[config.mk]
export PLATFORM = sky130hd
export DESIGN_NAME = reset_strap_capture
export DESIGN_NICKNAME = d
export VERILOG_FILES = /design/src/rtl/reset_strap_capture_pkg.sv /design/src/rtl/reset_pulse_timer.sv /design/src/rtl/reset_strap_capture.sv
export VERILOG_INCLUDE_DIRS = /design/src /design/src/rtl
export SDC_FILE = /design/constraint.sdc
export NUM_CORES = 1
export LEC_CHECK = 0
export BUFFER_PORTS_ARGS = -buffer_cell sky130_fd_sc_hd__buf_2
export CORE_UTILIZATION = 45
export DETAILED_ROUTE_END_ITERATION = 16
export PLACE_DENSITY = 0.79
export SETUP_SLACK_MARGIN = 0.1
export SLEW_MARGIN = 20
export SYNTH_ARGS = -nofsm -noshare
export SYNTH_HDL_FRONTEND = slang
export SYNTH_HIERARCHICAL = 1
export SYNTH_SLANG_ARGS = --single-unit
export TNS_END_PERCENT = 1
[constraint.sdc]
create_clock -name CLK_I -period 2.7 [get_ports CLK_I]
set_clock_uncertainty 0.2 [all_clocks]
set_input_delay 0.135 -clock CLK_I [delete_from_list [all_inputs] [get_ports CLK_I]]
set_output_delay 0.135 -clock CLK_I [all_outputs]
set_load 0.01 [all_outputs]
[src/rtl/reset_strap_capture_map.svh]
// Register offsets, field positions, reset values and timing counts
`ifndef RESET_STRAP_CAPTURE_MAP_SVH
`define RESET_STRAP_CAPTURE_MAP_SVH

// Register byte offsets
`define RSC_ADDR_CLK_CTRL 8'h00
`define RSC_ADDR_STRAPS 8'h04
`define RSC_ADDR_CONTROL 8'h08
`define RSC_ADDR_IRQ_STATUS 8'h0C
`define RSC_ADDR_IRQ_ENABLE 8'h10
`define RSC_ADDR_IRQ_CLEAR 8'h14

// Field positions
`define RSC_CLK_DIV_LSB 0
`define RSC_CLK_BYPASS_BIT 3
`define RSC_STRAP_CFG_LSB 0
`define RSC_STRAP_DEBUG_BIT 4
`define RSC_STRAP_BREAK_BIT 5
`define RSC_CTRL_SW_DRIVE_BIT 0

// Reset values
`define RSC_CONTROL_RESET 1'h0
`define RSC_IRQ_ENABLE_RESET 4'h0
`define RSC_IRQ_STATUS_RESET 4'h0
`define RSC_CFG_RESET 4'h0

// Divider code that is reserved together with bypass
`define RSC_RESERVED_DIVIDER 3'h0

// Timing: clock period and reset line drive time
`define RSC_CLK_PERIOD_PS 4000
`define RSC_DRIVE_TIME_NS 4000
`define RSC_DRIVE_CYCLES ((`RSC_DRIVE_TIME_NS * 1000) / `RSC_CLK_PERIOD_PS)
`define RSC_TIMER_W 10

`endif

[src/rtl/reset_strap_capture_pkg.sv]
// Types shared by the reset and strap capture block
package reset_strap_capture_pkg;

    // Straps caught at power-on reset
    typedef struct packed {
        logic bypass;
        logic [2:0] divider;
        logic debug_n;
        logic break_n;
    } strap_t;

    // Sticky event bits, bit 3 first
    typedef struct packed {
        logic reserved;
        logic line;
        logic debug;
        logic nmi;
    } irq_bits_t;

    // Reset line driver states
    typedef enum logic [1:0] {
        LINE_IDLE = 2'b00,
        LINE_DRIVE = 2'b01,
        LINE_WAIT = 2'b10
    } line_state_t;

endpackage

[src/rtl/reset_pulse_timer.sv]
// Down-counter that times one reset line pulse
`timescale 1ns/1ps
module reset_pulse_timer #(
    parameter int unsigned WIDTH = 10,
    parameter logic [WIDTH-1:0] COUNT = 10'h3E8
) (
    input wire logic clk_i,
    input wire logic resetn_i,
    input wire logic start_i,
    output logic busy_o,
    output logic done_o
);

    logic [WIDTH-1:0] count_reg;
    logic [WIDTH-1:0] count_next;

    // Load on start, then count down to zero
    always_comb begin
        count_next = count_reg;
        if (start_i) begin
            count_next = COUNT;
        end else if (count_reg != '0) begin
            count_next = count_reg - WIDTH'(1);
        end
    end

    always_ff @(posedge clk_i or negedge resetn_i) begin
        if (!resetn_i) begin
            count_reg <= '0;
        end else begin
            count_reg <= count_next;
        end
    end

    assign busy_o = (count_reg != '0);
    assign done_o = (count_reg == WIDTH'(1));
endmodule

[src/rtl/reset_strap_capture.sv]
// Power-on strap capture, reset line handling and debug pin logic
// Overview of operation
// - Clock-select straps at power-on set loop divider
// - Captured divider straps readable in clock control
// - Bypass strap latched at power-on, high skips loop
// - Test reset low disables scan module
// - Low debug strap at power-on enables debug
// - Low break request halts when debug enabled
// - Break indication low on debug event
// - Falling edge on NMI raises trap request
// - Low reset line resets chip synchronously
// - Own resets drive reset line for fixed time
// - Software reset drives line only when enabled
// - Power-on reset acts asynchronously, by level
// - Boot option taken from config straps
`timescale 1ns/1ps
`include "reset_strap_capture_map.svh"
module reset_strap_capture (
    input wire logic CLK_I,
    input wire logic RESETN_I,
    // Register port
    input wire logic [7:0] ADDR_I,
    input wire logic [31:0] WR_DATA_I,
    input wire logic WR_EN_I,
    input wire logic RD_EN_I,
    output logic [31:0] RD_DATA_O,
    output logic IRQ_O,
    // Straps
    input wire logic [2:0] LOOP_DIVIDER_STRAP_I,
    input wire logic BYPASS_STRAP_I,
    input wire logic DEBUG_ENABLE_STRAP_N_I,
    input wire logic [3:0] CONFIG_STRAP_I,
    output logic [2:0] LOOP_DIVIDER_O,
    output logic BYPASS_O,
    output logic [5:0] BOOT_CONFIG_O,
    // Debug and interrupt pins
    input wire logic BREAK_REQUEST_N_I,
    input wire logic DEBUG_EVENT_I,
    input wire logic NMI_N_I,
    output logic ON_CHIP_DEBUG_SUPPORT_O,
    output logic HALT_REQ_O,
    output logic BREAK_INDICATION_N_O,
    output logic NMI_TRAP_O,
    // Test port reset gating
    input wire logic TEST_RESET_N_I,
    output logic SCAN_RESET_N_O,
    output logic SCAN_ENABLE_O,
    // Reset sources and the open-drain reset line
    input wire logic WATCHDOG_RESET_I,
    input wire logic WAKEUP_RESET_I,
    input wire logic SW_RESET_I,
    input wire logic HARDWARE_RESET_LINE_N_I,
    output logic HARDWARE_RESET_LINE_N_O,
    output logic HARDWARE_RESET_LINE_N_OE_O,
    output logic CHIP_RESET_O
);

    ////////////////////////////////////////////////////////////////////////
    // Power-on release detection
    // RESETN_I is the power-on reset; every flop below except the strap captures is reset by it
    logic por_meta_reg, por_meta_next;
    logic por_done_reg, por_done_next;
    logic por_seen_reg, por_seen_next;
    logic por_release;

    // Two-flop release sync; the second stage and the third flop por_seen_reg behind it are looked at
    always_comb begin
        por_meta_next = 1'b1;
        por_done_next = por_meta_reg;
        por_seen_next = por_done_reg;
    end

    always_ff @(posedge CLK_I or negedge RESETN_I) begin
        if (!RESETN_I) begin
            por_meta_reg <= 1'b0;
            por_done_reg <= 1'b0;
            por_seen_reg <= 1'b0;
        end else begin
            por_meta_reg <= por_meta_next;
            por_done_reg <= por_done_next;
            por_seen_reg <= por_seen_next;
        end
    end

    assign por_release = por_done_reg && !por_seen_reg;

    ////////////////////////////////////////////////////////////////////////
    // Strap capture
    // No async reset here: the straps are sampled on every clock while
    // power-on reset holds, then frozen until the next power-on
    reset_strap_capture_pkg::strap_t strap_reg, strap_next;

    always_comb begin
        strap_next = strap_reg;
        if (!por_done_reg) begin
            strap_next.divider = LOOP_DIVIDER_STRAP_I;
            strap_next.bypass = BYPASS_STRAP_I;
            strap_next.debug_n = DEBUG_ENABLE_STRAP_N_I;
            strap_next.break_n = BREAK_REQUEST_N_I;
        end
    end

    always_ff @(posedge CLK_I) begin
        strap_reg <= strap_next;
    end

    ////////////////////////////////////////////////////////////////////////
    // Reset line driver
    reset_strap_capture_pkg::line_state_t state_reg, state_next;
    logic chip_reset_reg, chip_reset_next;
    logic [3:0] cfg_reg, cfg_next;
    logic sw_drive_reg, sw_drive_next;
    logic trigger, timer_start, timer_busy, timer_done, line_ext_low;

    // Line low while we are idle means someone else pulled it
    assign line_ext_low = !HARDWARE_RESET_LINE_N_I &&
                          (state_reg == reset_strap_capture_pkg::LINE_IDLE);
    assign trigger = por_release || WATCHDOG_RESET_I || WAKEUP_RESET_I ||
                     line_ext_low || (SW_RESET_I && sw_drive_reg);

    always_comb begin
        state_next = state_reg;
        timer_start = 1'b0;
        case (state_reg)
            reset_strap_capture_pkg::LINE_IDLE: begin
                if (trigger) begin
                    state_next = reset_strap_capture_pkg::LINE_DRIVE;
                    timer_start = 1'b1;
                end
            end
            reset_strap_capture_pkg::LINE_DRIVE: begin
                if (timer_done) begin
                    state_next = reset_strap_capture_pkg::LINE_WAIT;
                end
            end
            reset_strap_capture_pkg::LINE_WAIT: begin
                // Outside pullers may hold it longer; wait for release
                if (HARDWARE_RESET_LINE_N_I) begin
                    state_next = reset_strap_capture_pkg::LINE_IDLE;
                end
            end
            default: begin
                state_next = reset_strap_capture_pkg::LINE_IDLE;
            end
        endcase
    end

    // Chip reset follows the line; config straps read during it
    always_comb begin
        chip_reset_next = !HARDWARE_RESET_LINE_N_I;
        cfg_next = cfg_reg;
        if (chip_reset_reg || !por_done_reg) begin
            cfg_next = CONFIG_STRAP_I;
        end
    end

    always_ff @(posedge CLK_I or negedge RESETN_I) begin
        if (!RESETN_I) begin
            state_reg <= reset_strap_capture_pkg::LINE_IDLE;
            chip_reset_reg <= 1'b1;
            cfg_reg <= `RSC_CFG_RESET;
        end else begin
            state_reg <= state_next;
            chip_reset_reg <= chip_reset_next;
            cfg_reg <= cfg_next;
        end
    end

    reset_pulse_timer #(
        .WIDTH(`RSC_TIMER_W),
        .COUNT(`RSC_TIMER_W'(`RSC_DRIVE_CYCLES))
    ) reset_pulse_timer_inst (
        .clk_i(CLK_I),
        .resetn_i(RESETN_I),
        .start_i(timer_start),
        .busy_o(timer_busy),
        .done_o(timer_done)
    );

    // Open drain: data is always low, only the enable moves
    assign HARDWARE_RESET_LINE_N_O = 1'b0;
    assign HARDWARE_RESET_LINE_N_OE_O =
        (state_reg == reset_strap_capture_pkg::LINE_DRIVE) && timer_busy;
    assign CHIP_RESET_O = chip_reset_reg;

    ////////////////////////////////////////////////////////////////////////
    // Debug, NMI and scan pins
    logic halt_reg, halt_next;
    logic brk_n_reg, brk_n_next;
    logic nmi_prev_reg, nmi_prev_next;
    logic trap_reg, trap_next;
    logic scan_en_reg, scan_en_next;
    logic debug_on;

    assign debug_on = !strap_reg.debug_n;

    always_comb begin
        halt_next = debug_on && !BREAK_REQUEST_N_I;
        brk_n_next = !DEBUG_EVENT_I;
        nmi_prev_next = NMI_N_I;
        trap_next = nmi_prev_reg && !NMI_N_I;
        scan_en_next = TEST_RESET_N_I;
    end

    always_ff @(posedge CLK_I or negedge RESETN_I) begin
        if (!RESETN_I) begin
            halt_reg <= 1'b0;
            brk_n_reg <= 1'b1;
            nmi_prev_reg <= 1'b1;
            trap_reg <= 1'b0;
            scan_en_reg <= 1'b0;
        end else begin
            halt_reg <= halt_next;
            brk_n_reg <= brk_n_next;
            nmi_prev_reg <= nmi_prev_next;
            trap_reg <= trap_next;
            scan_en_reg <= scan_en_next;
        end
    end

    assign ON_CHIP_DEBUG_SUPPORT_O = debug_on && por_done_reg;
    assign HALT_REQ_O = halt_reg;
    assign BREAK_INDICATION_N_O = brk_n_reg;
    assign NMI_TRAP_O = trap_reg;
    assign SCAN_ENABLE_O = scan_en_reg;
    assign SCAN_RESET_N_O = scan_en_reg;
    assign LOOP_DIVIDER_O = strap_reg.divider;
    assign BYPASS_O = strap_reg.bypass;
    assign BOOT_CONFIG_O = {strap_reg.break_n, strap_reg.debug_n, cfg_reg};

    ////////////////////////////////////////////////////////////////////////
    // Registers and interrupt
    reset_strap_capture_pkg::irq_bits_t irq_stat_reg, irq_stat_next;
    reset_strap_capture_pkg::irq_bits_t irq_en_reg, irq_en_next;
    reset_strap_capture_pkg::irq_bits_t irq_set, irq_clr;
    logic [31:0] rd_data_reg, rd_data_next;
    logic [31:0] clk_ctrl_word, strap_word;

    // Reserved strap mix is only flagged; the board must avoid it
    always_comb begin
        irq_set.nmi = trap_next;
        irq_set.debug = DEBUG_EVENT_I;
        irq_set.line = line_ext_low;
        irq_set.reserved = por_release && strap_reg.bypass &&
                           (strap_reg.divider == `RSC_RESERVED_DIVIDER);
    end

    assign irq_clr = (WR_EN_I && ADDR_I == `RSC_ADDR_IRQ_CLEAR) ?
                     WR_DATA_I[3:0] : 4'h0;

    always_comb begin
        clk_ctrl_word = 32'h0;
        clk_ctrl_word[`RSC_CLK_DIV_LSB +: 3] = strap_reg.divider;
        clk_ctrl_word[`RSC_CLK_BYPASS_BIT] = strap_reg.bypass;
        strap_word = 32'h0;
        strap_word[`RSC_STRAP_CFG_LSB +: 4] = cfg_reg;
        strap_word[`RSC_STRAP_DEBUG_BIT] = strap_reg.debug_n;
        strap_word[`RSC_STRAP_BREAK_BIT] = strap_reg.break_n;
    end

    // Set wins over a clear landing in the same cycle
    always_comb begin
        irq_stat_next = (irq_stat_reg & ~irq_clr) | irq_set;
        irq_en_next = irq_en_reg;
        sw_drive_next = sw_drive_reg;
        if (WR_EN_I && ADDR_I == `RSC_ADDR_IRQ_ENABLE) begin
            irq_en_next = WR_DATA_I[3:0];
        end
        if (WR_EN_I && ADDR_I == `RSC_ADDR_CONTROL) begin
            sw_drive_next = WR_DATA_I[`RSC_CTRL_SW_DRIVE_BIT];
        end
        rd_data_next = 32'h0;
        if (RD_EN_I) begin
            case (ADDR_I)
                `RSC_ADDR_CLK_CTRL: rd_data_next = clk_ctrl_word;
                `RSC_ADDR_STRAPS: rd_data_next = strap_word;
                `RSC_ADDR_CONTROL: rd_data_next = {31'h0, sw_drive_reg};
                `RSC_ADDR_IRQ_STATUS: rd_data_next = {28'h0, irq_stat_reg};
                `RSC_ADDR_IRQ_ENABLE: rd_data_next = {28'h0, irq_en_reg};
                default: rd_data_next = 32'h0;
            endcase
        end
    end

    always_ff @(posedge CLK_I or negedge RESETN_I) begin
        if (!RESETN_I) begin
            irq_stat_reg <= `RSC_IRQ_STATUS_RESET;
            irq_en_reg <= `RSC_IRQ_ENABLE_RESET;
            sw_drive_reg <= `RSC_CONTROL_RESET;
            rd_data_reg <= 32'h0;
        end else begin
            irq_stat_reg <= irq_stat_next;
            irq_en_reg <= irq_en_next;
            sw_drive_reg <= sw_drive_next;
            rd_data_reg <= rd_data_next;
        end
    end

    assign RD_DATA_O = rd_data_reg;
    assign IRQ_O = |(irq_stat_reg & irq_en_reg);
endmodule

* Word level (Yosys, flattened, before mapping)
Index checks and enable logic that the tools add are counted.
Word-level totals: flip-flop bits (word level) 72
Cells by class: add/subtract/negate cells 1, equality and inequality tests 11, muxes and demuxes 11, bitwise logic cells 4, reduce and logical (&&, ||, !) cells 31
Operator list (number):
- case mux 6 bit (5 select lines) | 1
- two-way mux 10 bit | 2
- equality test 8 x 4 -> 1 bit, second input constant | 2
- equality test 8 x 5 -> 1 bit, second input constant | 2
- logical AND 1 bit | 12
- equality test 10 x 1 -> 1 bit, second input constant | 1
- nonzero test 10 bit | 1
- subtractor 10 x 1 -> 10 bit, second input constant | 1
- AND 4 bit | 2
- equality test 8 x 3 -> 1 bit, second input constant | 1
- logical NOT 8 bit | 1
- logical NOT 1 bit | 7
- two-way mux 2 bit | 3
- two-way mux 6 bit | 1
- case mux 2 bit (3 select lines) | 1
- logical OR 1 bit | 5
- two-way mux 4 bit | 1
- inequality test 2 bit, second input constant | 2
- NOT 4 bit | 1
- OR 4 bit | 1
- OR reduction 4 bit | 1
- logical NOT 3 bit | 1
- AND reduction 3 bit | 1
- equality test 2 x 1 -> 1 bit, second input constant | 1
- 5 further kinds | 6

* Longest topological paths before layout
Gate-level depths: netlist of the first run.
depth in word-level cells 9, depth in mapped cells 7, mapped depth without buffers 7

* By module
The synthesis of the first run kept the hierarchy.
Modules (own cells, without submodules):
- reset_strap_capture | instances 1, cells an instance 141, area an instance 1690.4 sq um, seq. area each 934.6 sq um
- reset_pulse_timer | instances 1, cells an instance 62, area an instance 590.6 sq um, seq. area each 250.2 sq um

* Worst setup path before layout of the first run
No wires, ideal clock.
kind register to register, start register reset_pulse_timer_inst.count_reg[0], end register reset_pulse_timer_inst.count_reg[0], setup time 125 ps, arrival 1875 ps, slack 500 ps, cell stages (with the launch flop) 7, period minus slack after synthesis 2200 ps, cells stage by stage dfrtp_1 inv_1 ha_1 or3b_2 buf_2 or3_4 mux2_4
On the way: elaborated cells between the ends (all ways) 5, classes of those cells 1 x add/sub; 2 x mux; 2 x reduce/logical
RTL lines:
- start: declaration | line reset_pulse_timer.sv:14 | logic [WIDTH-1:0] count_reg;
- start signal: assignment | line reset_pulse_timer.sv:31 | count_reg <= count_next;
- nonzero test 10 bit
- net timer_busy | line reset_strap_capture.sv:113 | logic trigger, timer_start, timer_busy, timer_done, line_ext_low;
- nonzero test 2 bit (no source line)
The timed path passes the listed nets, and every way through them passes these cells. The select of a mux whose other input is x is not followed. A chain may end at the register's enable or synchronous reset.

* Worst setup path after layout of the first run
start register reset_pulse_timer_inst.count_reg[0], end output HARDWARE_RESET_LINE_N_OE_O
On the way: word-level cells in the longest chain between the ends 2
RTL lines:
- nonzero test 10 bit | line reset_pulse_timer.sv:35 | assign busy_o = (count_reg != '0);
- net timer_busy | line reset_strap_capture.sv:113
- logical AND 1 bit | line reset_strap_capture.sv:183 | (state_reg == reset_strap_capture_pkg::LINE_DRIVE) && timer_busy;
- end: declaration | line reset_strap_capture.sv:54 | output logic HARDWARE_RESET_LINE_N_OE_O,
The timed path passes the listed nets, and every way through them passes these cells.

==> qor.yml, run 1 <==
setup_viol_count_final: 0
synth_flop_cell: "dfrtp_1"
fmax_mhz: 408
root_buffer: "clkbuf_8"
cp_max_fo: 8
outcome: "complete, no violations"
seq_area_frac_synth: 0.519
clock_latency_ns: 0.30
p_int_mw: 1.10
drtAntennaViolNets: 0
vias: 1760
syn_to_final_growth_pct: 25.9
ys_async_sr_fraction: 0.870
slew_viol_final: 0
final_area_um2: 2870
synth.avg_cell_area_um2: 11.2
cpPeakStageDelay_ns: 0.46
cap_violations: 0
crit_path_end_kind: "output pin"
crit_required_ns: 2.37
min_period_over_period: 0.909
grt_pass1_vias: 1556
grt_use_total: 0.184
drive_gt1_frac: 0.323
hpwl_mm: 3.14
pwr-share-comb: 0.179
p_per_area_nw_per_um2: 549
netlist_top_cells_count: "dfrtp_1, buf_4, mux2_2"
synth_area_leader_cell: "dfrtp_1"
syn_inst: 203
r2r_cells: 6
h-tree-depth: 2
worstPathCellList: "inv_1, ha_1, or3b_4, or3_4, nand2_1, nor2_1, buf_2"
crit_end: "HARDWARE_RESET_LINE_N_OE_O"
p_sw_frac: 0.300
cts.sinks: 46
slew_headroom: 0.417
coreArea_um2: 4790
ios: 113
rsz0062_at_grt: "false"
hp-class: "primary input to register"
worst_pin_slew_ns: 0.874
nNetsFinal: 350
cts_buffers: 5
placed_area_um2: 2530
routed_via_density: 4.94
drt_iter0_drc: 69
yosys.area.top_type_share: 0.406
switching_power_uw: 473
timing.rr.end: "state_reg[0]"
io_buffers: 57
gp_congestion: 0.781
synth-edff-count: 6
clock_power_share: 0.269
n_fill_cell: 431
hold_violations: 0
cts_setup_buffers: 0
r2r_setup_slack_ns: 0.30
wire_per_inst_um: 13.3
period_needed_ns: 2.45
drc: 0
synthDistinctLibCells: 50
setup_tns_ns: 0
grt_start_max_net_pins: 41
die_w_um: 73.2
path_class: "register to output pin"
p_seq_frac: 0.552
ys_seq_elements: 46
die_h_um: 73.2
cp-startpoint: "reset_pulse_timer_inst/count_reg[0]"
initial_core_util: 0.477
max-vdd-ir-drop_mv: 0.281
die_area_um2: 5360
yosys_warnings: 6
clk_path_buf_depth: 2
antenna_found_initial: 0
synth_most_common_cell: "dfrtp_1"
row_count: 25
overflow: 0
grt_pass1_wl_mm: 7.25
clkTransAtPathRegs_ns: 0.09
drtPass1Iterations: 4
r2r_start: "reset_pulse_timer_inst/count_reg[7]"
syn_area_um2: 2280
ys_top_cells_by_area: "dfrtp_1, buf_4, edfxtp_1"
drt_wl_total_mm: 4.74
startpoint_type: "register"
largest_reg_flops: 10
arrival_ns: 2.12
p_leak_nw: 1.32
slowest_stage: "or3b_4"
cts_tree: "yes"
-- per-stage QoR --
stage,worst slack [ns],total power [mW],hold WS [ns],util,instances
2_1_floorplan,0.500,1.06,-0.361,-,229
3_3_place_gp,0.434,1.12,0.0473,0.528,322
3_5_place_dp,0.420,1.14,0.0479,0.528,322
4_1_cts,0.120,1.59,0.00358,0.599,355
5_1_grt,0.156,1.66,0.0307,0.599,355
6_report,0.247,1.58,0.0202,0.600,356
-- cell usage in the layout (no fill, tap or decap), types with 2 or more instances in the layout --
master	count
edfxtp_1	6
or4_1	3
mux2_2	14
ha_1	2
or3_1	2
nand2b_1	4
inv_1	9
nor2_1	12
nor2b_1	6
dfstp_2	3
a21oi_1	8
nor3_1	2
a32oi_1	3
or2_2	2
a31oi_1	2
nand3_1	5
and4_1	2
o31ai_1	2
clkbuf_8	5
o21ai_0	4
o311ai_1	3
nand2_1	10
buf_2	57
conb_1	28
dlygate4sd3_1	25
nor4_1	2
a22oi_1	3
dfrtp_1	37
a211oi_1	2
-- layer usage --
layer | GRT usage | vias to the layer above | wire length [µm]
met4 | 0.0959 | 0 | 105
met1 | 0.231 | 836 | 2090
met5 | 0 | - | 0
met3 | 0.0373 | 10 | 237
met2 | 0.298 | 75 | 2310
li1 | - | 839 | -
-- critical path, delay by kind of cell, from the launching register on --
| kind | cells | cell delay, ns |
|---|---|---|
| and+or+nand+nor | 4 | 0.94 |
| DFF | 1 | 0.43 |
| adders and majority gates | 1 | 0.23 |
| buffers and inverters | 2 | 0.22 |
-- power by group through the flow --
| stage | logic [mW] | registers (mW) | clock network, mW |
|---|---|---|---|
| after floorplan | 0.199 | 0.866 | 0 |
| after global placement | 0.246 | 0.875 | 0 |
| after detailed placement | 0.255 | 0.882 | 0 |
| after CTS | 0.282 | 0.869 | 0.434 |
| after global routing | 0.322 | 0.884 | 0.455 |
| final | 0.282 | 0.871 | 0.423 |
-- cell families (layout without fill, tap and decap cells) --
family | Yosys count | in the layout | share of synthesized area
buf+inv | 41 | 100 | 0.115
fa+ha+maj | 2 | 2 | 0.0110
mux | 16 | 16 | 0.0801
simple gates | 62 | 62 | 0.167
compound gates | 34 | 34 | 0.104
other cells | 2 | 29 | 0.00329
flops | 46 | 46 | 0.519
-- worst min-delay path by stage --
stage	from	end	depth (start not counted)
2_1_floorplan	RESETN_I	HALT_REQ_O	0
3_3_place_gp	TEST_RESET_N_I	SCAN_ENABLE_O	1
3_5_place_dp	TEST_RESET_N_I	SCAN_ENABLE_O	1
4_1_cts	ADDR_I[7]	RD_DATA_O[2]	4
5_1_grt	ADDR_I[7]	RD_DATA_O[2]	4
6_report	ADDR_I[4]	RD_DATA_O[0]	3
-- cell type report --
type | instances | area [µm²] | area share
sequential | 46 | 1180 | 0.413
multi-input combinational | 142 | 933 | 0.325
timing repair buffer | 83 | 543 | 0.189
clock inverter | 3 | 21.3 | 0.00741
tap | 67 | 83.8 | 0.0292
clock buffer | 5 | 68.8 | 0.0240
antenna | 1 | 2.50 | 0.000871
inverter | 9 | 33.8 | 0.0118
-- repair_timing --
action,CTS,global route
endpoints found under the hold margin,67,0
endpoints found under the setup margin,0,1
resized for setup,0,1
hold buffers,25,0
Note: power is estimated with default switching activity, not from simulation.
==> run 2, diff against run 1 <==
Settings changed: CORE_ASPECT_RATIO from default to 1.25.
==> run 2 against run 1 <==
Worst setup slack worse by 0.035 ns. Sequential power down 0.5%. Routed wire length down 2.3%. Critical path depth did not move. Combinational power about the same. First-iteration DRC count rose by 13%. Non-clock buffer count shrank 1. Worst hold slack lost 0.011 ns. Sequential share of layout area down 0.37 points. Power up 10%. Sequential cell count is the same. Design area is 0.92% higher. Largest power group unchanged. Highest routed layer unchanged.
==> qor.yml, run 2 (synthesis results as in run 1) <==
cp_max_fo: 8  # unchanged
die_area_um2: 5360  # about the same
p_per_area_nw_per_um2: 599  # was 549 nW/µm²
min_delay_worst_endpoint: "RD_DATA_O[0]"  # unchanged
slew_headroom: 0.420  # was 0.417
grt_start_max_net_pins: 41  # unchanged
grt_pass1_vias: 1633  # was 1556
crit_path_end_kind: "output pin"  # unchanged
crit_required_ns: 2.37  # about the same
h-tree-depth: 2  # unchanged
antenna_found_initial: 0  # unchanged
drc: 0  # unchanged
cts_tree: "yes"  # unchanged
outcome: "complete, no violations"  # unchanged
root_buffer: "clkbuf_8"  # unchanged
cts_buffers: 5  # unchanged
syn_to_final_growth_pct: 27.0  # was 25.9%
drt_iter0_drc: 78  # was 69
n_fill_cell: 413  # was 431
initial_core_util: 0.475  # was 0.477
min-delay-start: "ADDR_I[4]"  # unchanged
drt_wl_total_mm: 4.63  # was 4.74 mm
worstPathCellList: "inv_1, ha_1, or3b_4, or3_4, nand2_1, nor2_1, buf_2"  # unchanged
hpwl_mm: 3.36  # was 3.14 mm
dp_cells: 315  # was 322
routed_via_density: 4.98  # was 4.94
fmax_mhz: 402  # was 408 MHz
clkTransAtPathRegs_ns: 0.09  # about the same
slew_viol_final: 0  # unchanged
rsz0062_at_grt: "false"  # unchanged
path_class: "register to output pin"  # unchanged
overflow: 0  # unchanged
cts_setup_buffers: 0  # unchanged
grt_use_total: 0.177  # was 0.184
gp_congestion: 0.757  # was 0.781
grt_pass1_wl_mm: 7.13  # was 7.25 mm
n_antenna_cell: 0  # was 1
cap_violations: 0  # unchanged
die_h_um: 81.6  # was 73.2 µm
die_w_um: 65.7  # was 73.2 µm
startpoint_type: "register"  # unchanged
row_count: 28  # was 25
clock_latency_ns: 0.30  # about the same
hp-class: "primary input to register"  # unchanged
min_period_over_period: 0.922  # was 0.909
max-vdd-ir-drop_mv: 0.419  # was 0.281 mV
r2r_cells: 5  # was 6
cts.sinks: 46  # unchanged
period_needed_ns: 2.49  # was 2.45 ns
ios: 113  # unchanged
cpPeakStageDelay_ns: 0.45  # was 0.46 ns
final_cell_mix: "buf_2, dfrtp_1, conb_1"  # unchanged
hold_violations: 0  # unchanged
vias: 1729  # was 1760
slowest_stage: "or3b_4"  # unchanged
coreArea_um2: 4800  # was 4790 µm²
final_cells: 347  # was 356
mostFrequentLayoutCell: "buf_2"  # unchanged
r2r_start: "reset_pulse_timer_inst/count_reg[0]"  # was reset_pulse_timer_inst/count_reg[7]
largest_reg_flops: 10  # unchanged
nNetsFinal: 349  # was 350
clk_path_buf_depth: 2  # unchanged
arrival_ns: 2.15  # was 2.12 ns
r2r_setup_slack_ns: 0.50  # was 0.30 ns
setup_viol_count_final: 0  # unchanged
io_buffers: 57  # unchanged
wire_per_inst_um: 13.3  # about the same
drtAntennaViolNets: 0  # unchanged
holdPathStages: 3  # unchanged
worst_pin_slew_ns: 0.870  # was 0.874 ns
drtPass1Iterations: 4  # unchanged
timing.rr.end: "reset_pulse_timer_inst/count_reg[0]"  # was state_reg[0]
setup_tns_ns: 0  # unchanged
drive_gt1_frac: 0.324  # was 0.323
p_leak_nw: 1.35  # was 1.32 nW
-- run 2: cell count changes in the layout (fill, tap and decap cells not counted), sizes merged --
cell,change
clkinvlp,-1
dlygate4sd3,-1
bufinv,+1
diode,-1
clkbuf,+2
clkinv,-2
-- run 2: final cells by class --
class                           instances  area, µm²  share of cell area
Clock buffer                            7        108              0.0371
Clock inverter                          1       30.0              0.0104
Inverter                                9       33.8              0.0117
Multi-Input combinational cell        142        933               0.322
Sequential cell                        46       1180               0.409
Tap cell                               60       75.1              0.0259
Timing Repair Buffer                   82        533               0.184
-- run 2: worst max-delay path: cells and delay by family, from the launching register on --
family        cells  cell delay [ns]
flops             1             0.44
fa+ha+maj         1             0.24
simple gates      4             0.93
buf+inv           2             0.24
-- run 2: worst max path at each step --
stage,from,end,slack [ns],cells after the start
final,reset_pulse_timer_inst/count_reg[0],HARDWARE_RESET_LINE_N_OE_O,0.21,7
after floorplan,reset_pulse_timer_inst/count_reg[0],reset_pulse_timer_inst/count_reg[0],0.50,6
after detailed placement,reset_pulse_timer_inst/count_reg[0],reset_pulse_timer_inst/count_reg[0],0.42,5
after global routing,reset_pulse_timer_inst/count_reg[0],HARDWARE_RESET_LINE_N_OE_O,0.11,7
after CTS,reset_pulse_timer_inst/count_reg[0],HARDWARE_RESET_LINE_N_OE_O,0.21,7
after global placement,reset_pulse_timer_inst/count_reg[0],reset_pulse_timer_inst/count_reg[0],0.45,5
-- run 2: repair_timing --
item	CTS	global route
hold endpoints to repair	68	0
setup endpoints to repair	1	0
hold buffers	24	0
gates resized for setup	1	0
-- run 2: layer usage --
metal | wire length (µm) | global-route usage | up-vias | part of all wire
li1 | - | - | 832 | -
met1 | 1870 | 0.201 | 839 | 0.40
met2 | 2480 | 0.317 | 52 | 0.53
met3 | 230 | 0.0389 | 6 | 0.050
met4 | 59 | 0.0739 | 0 | 0.013
met5 | 0 | 0 | - | 0
-- run 2: power breakdown --
group          switching, mW  internal (mW)  leakage (nW)
Combinational          0.146          0.138         0.750
Clock                  0.227          0.357        0.0696
Sequential            0.0842          0.783         0.529
-- run 2: per-stage QoR --
step                setup slack [ns]  area [µm²]  hold WS [ns]  total power [mW]  utilization
global placement               0.448        2520        0.0445              1.12        0.525
global route                   0.111        2900        0.0199              1.82        0.604
floorplan                      0.500        2380        -0.361              1.06            -
CTS                            0.214        2900       0.00576              1.75        0.604
detailed placement             0.421        2520        0.0443              1.14        0.525
finish                         0.212        2900       0.00906              1.74        0.604
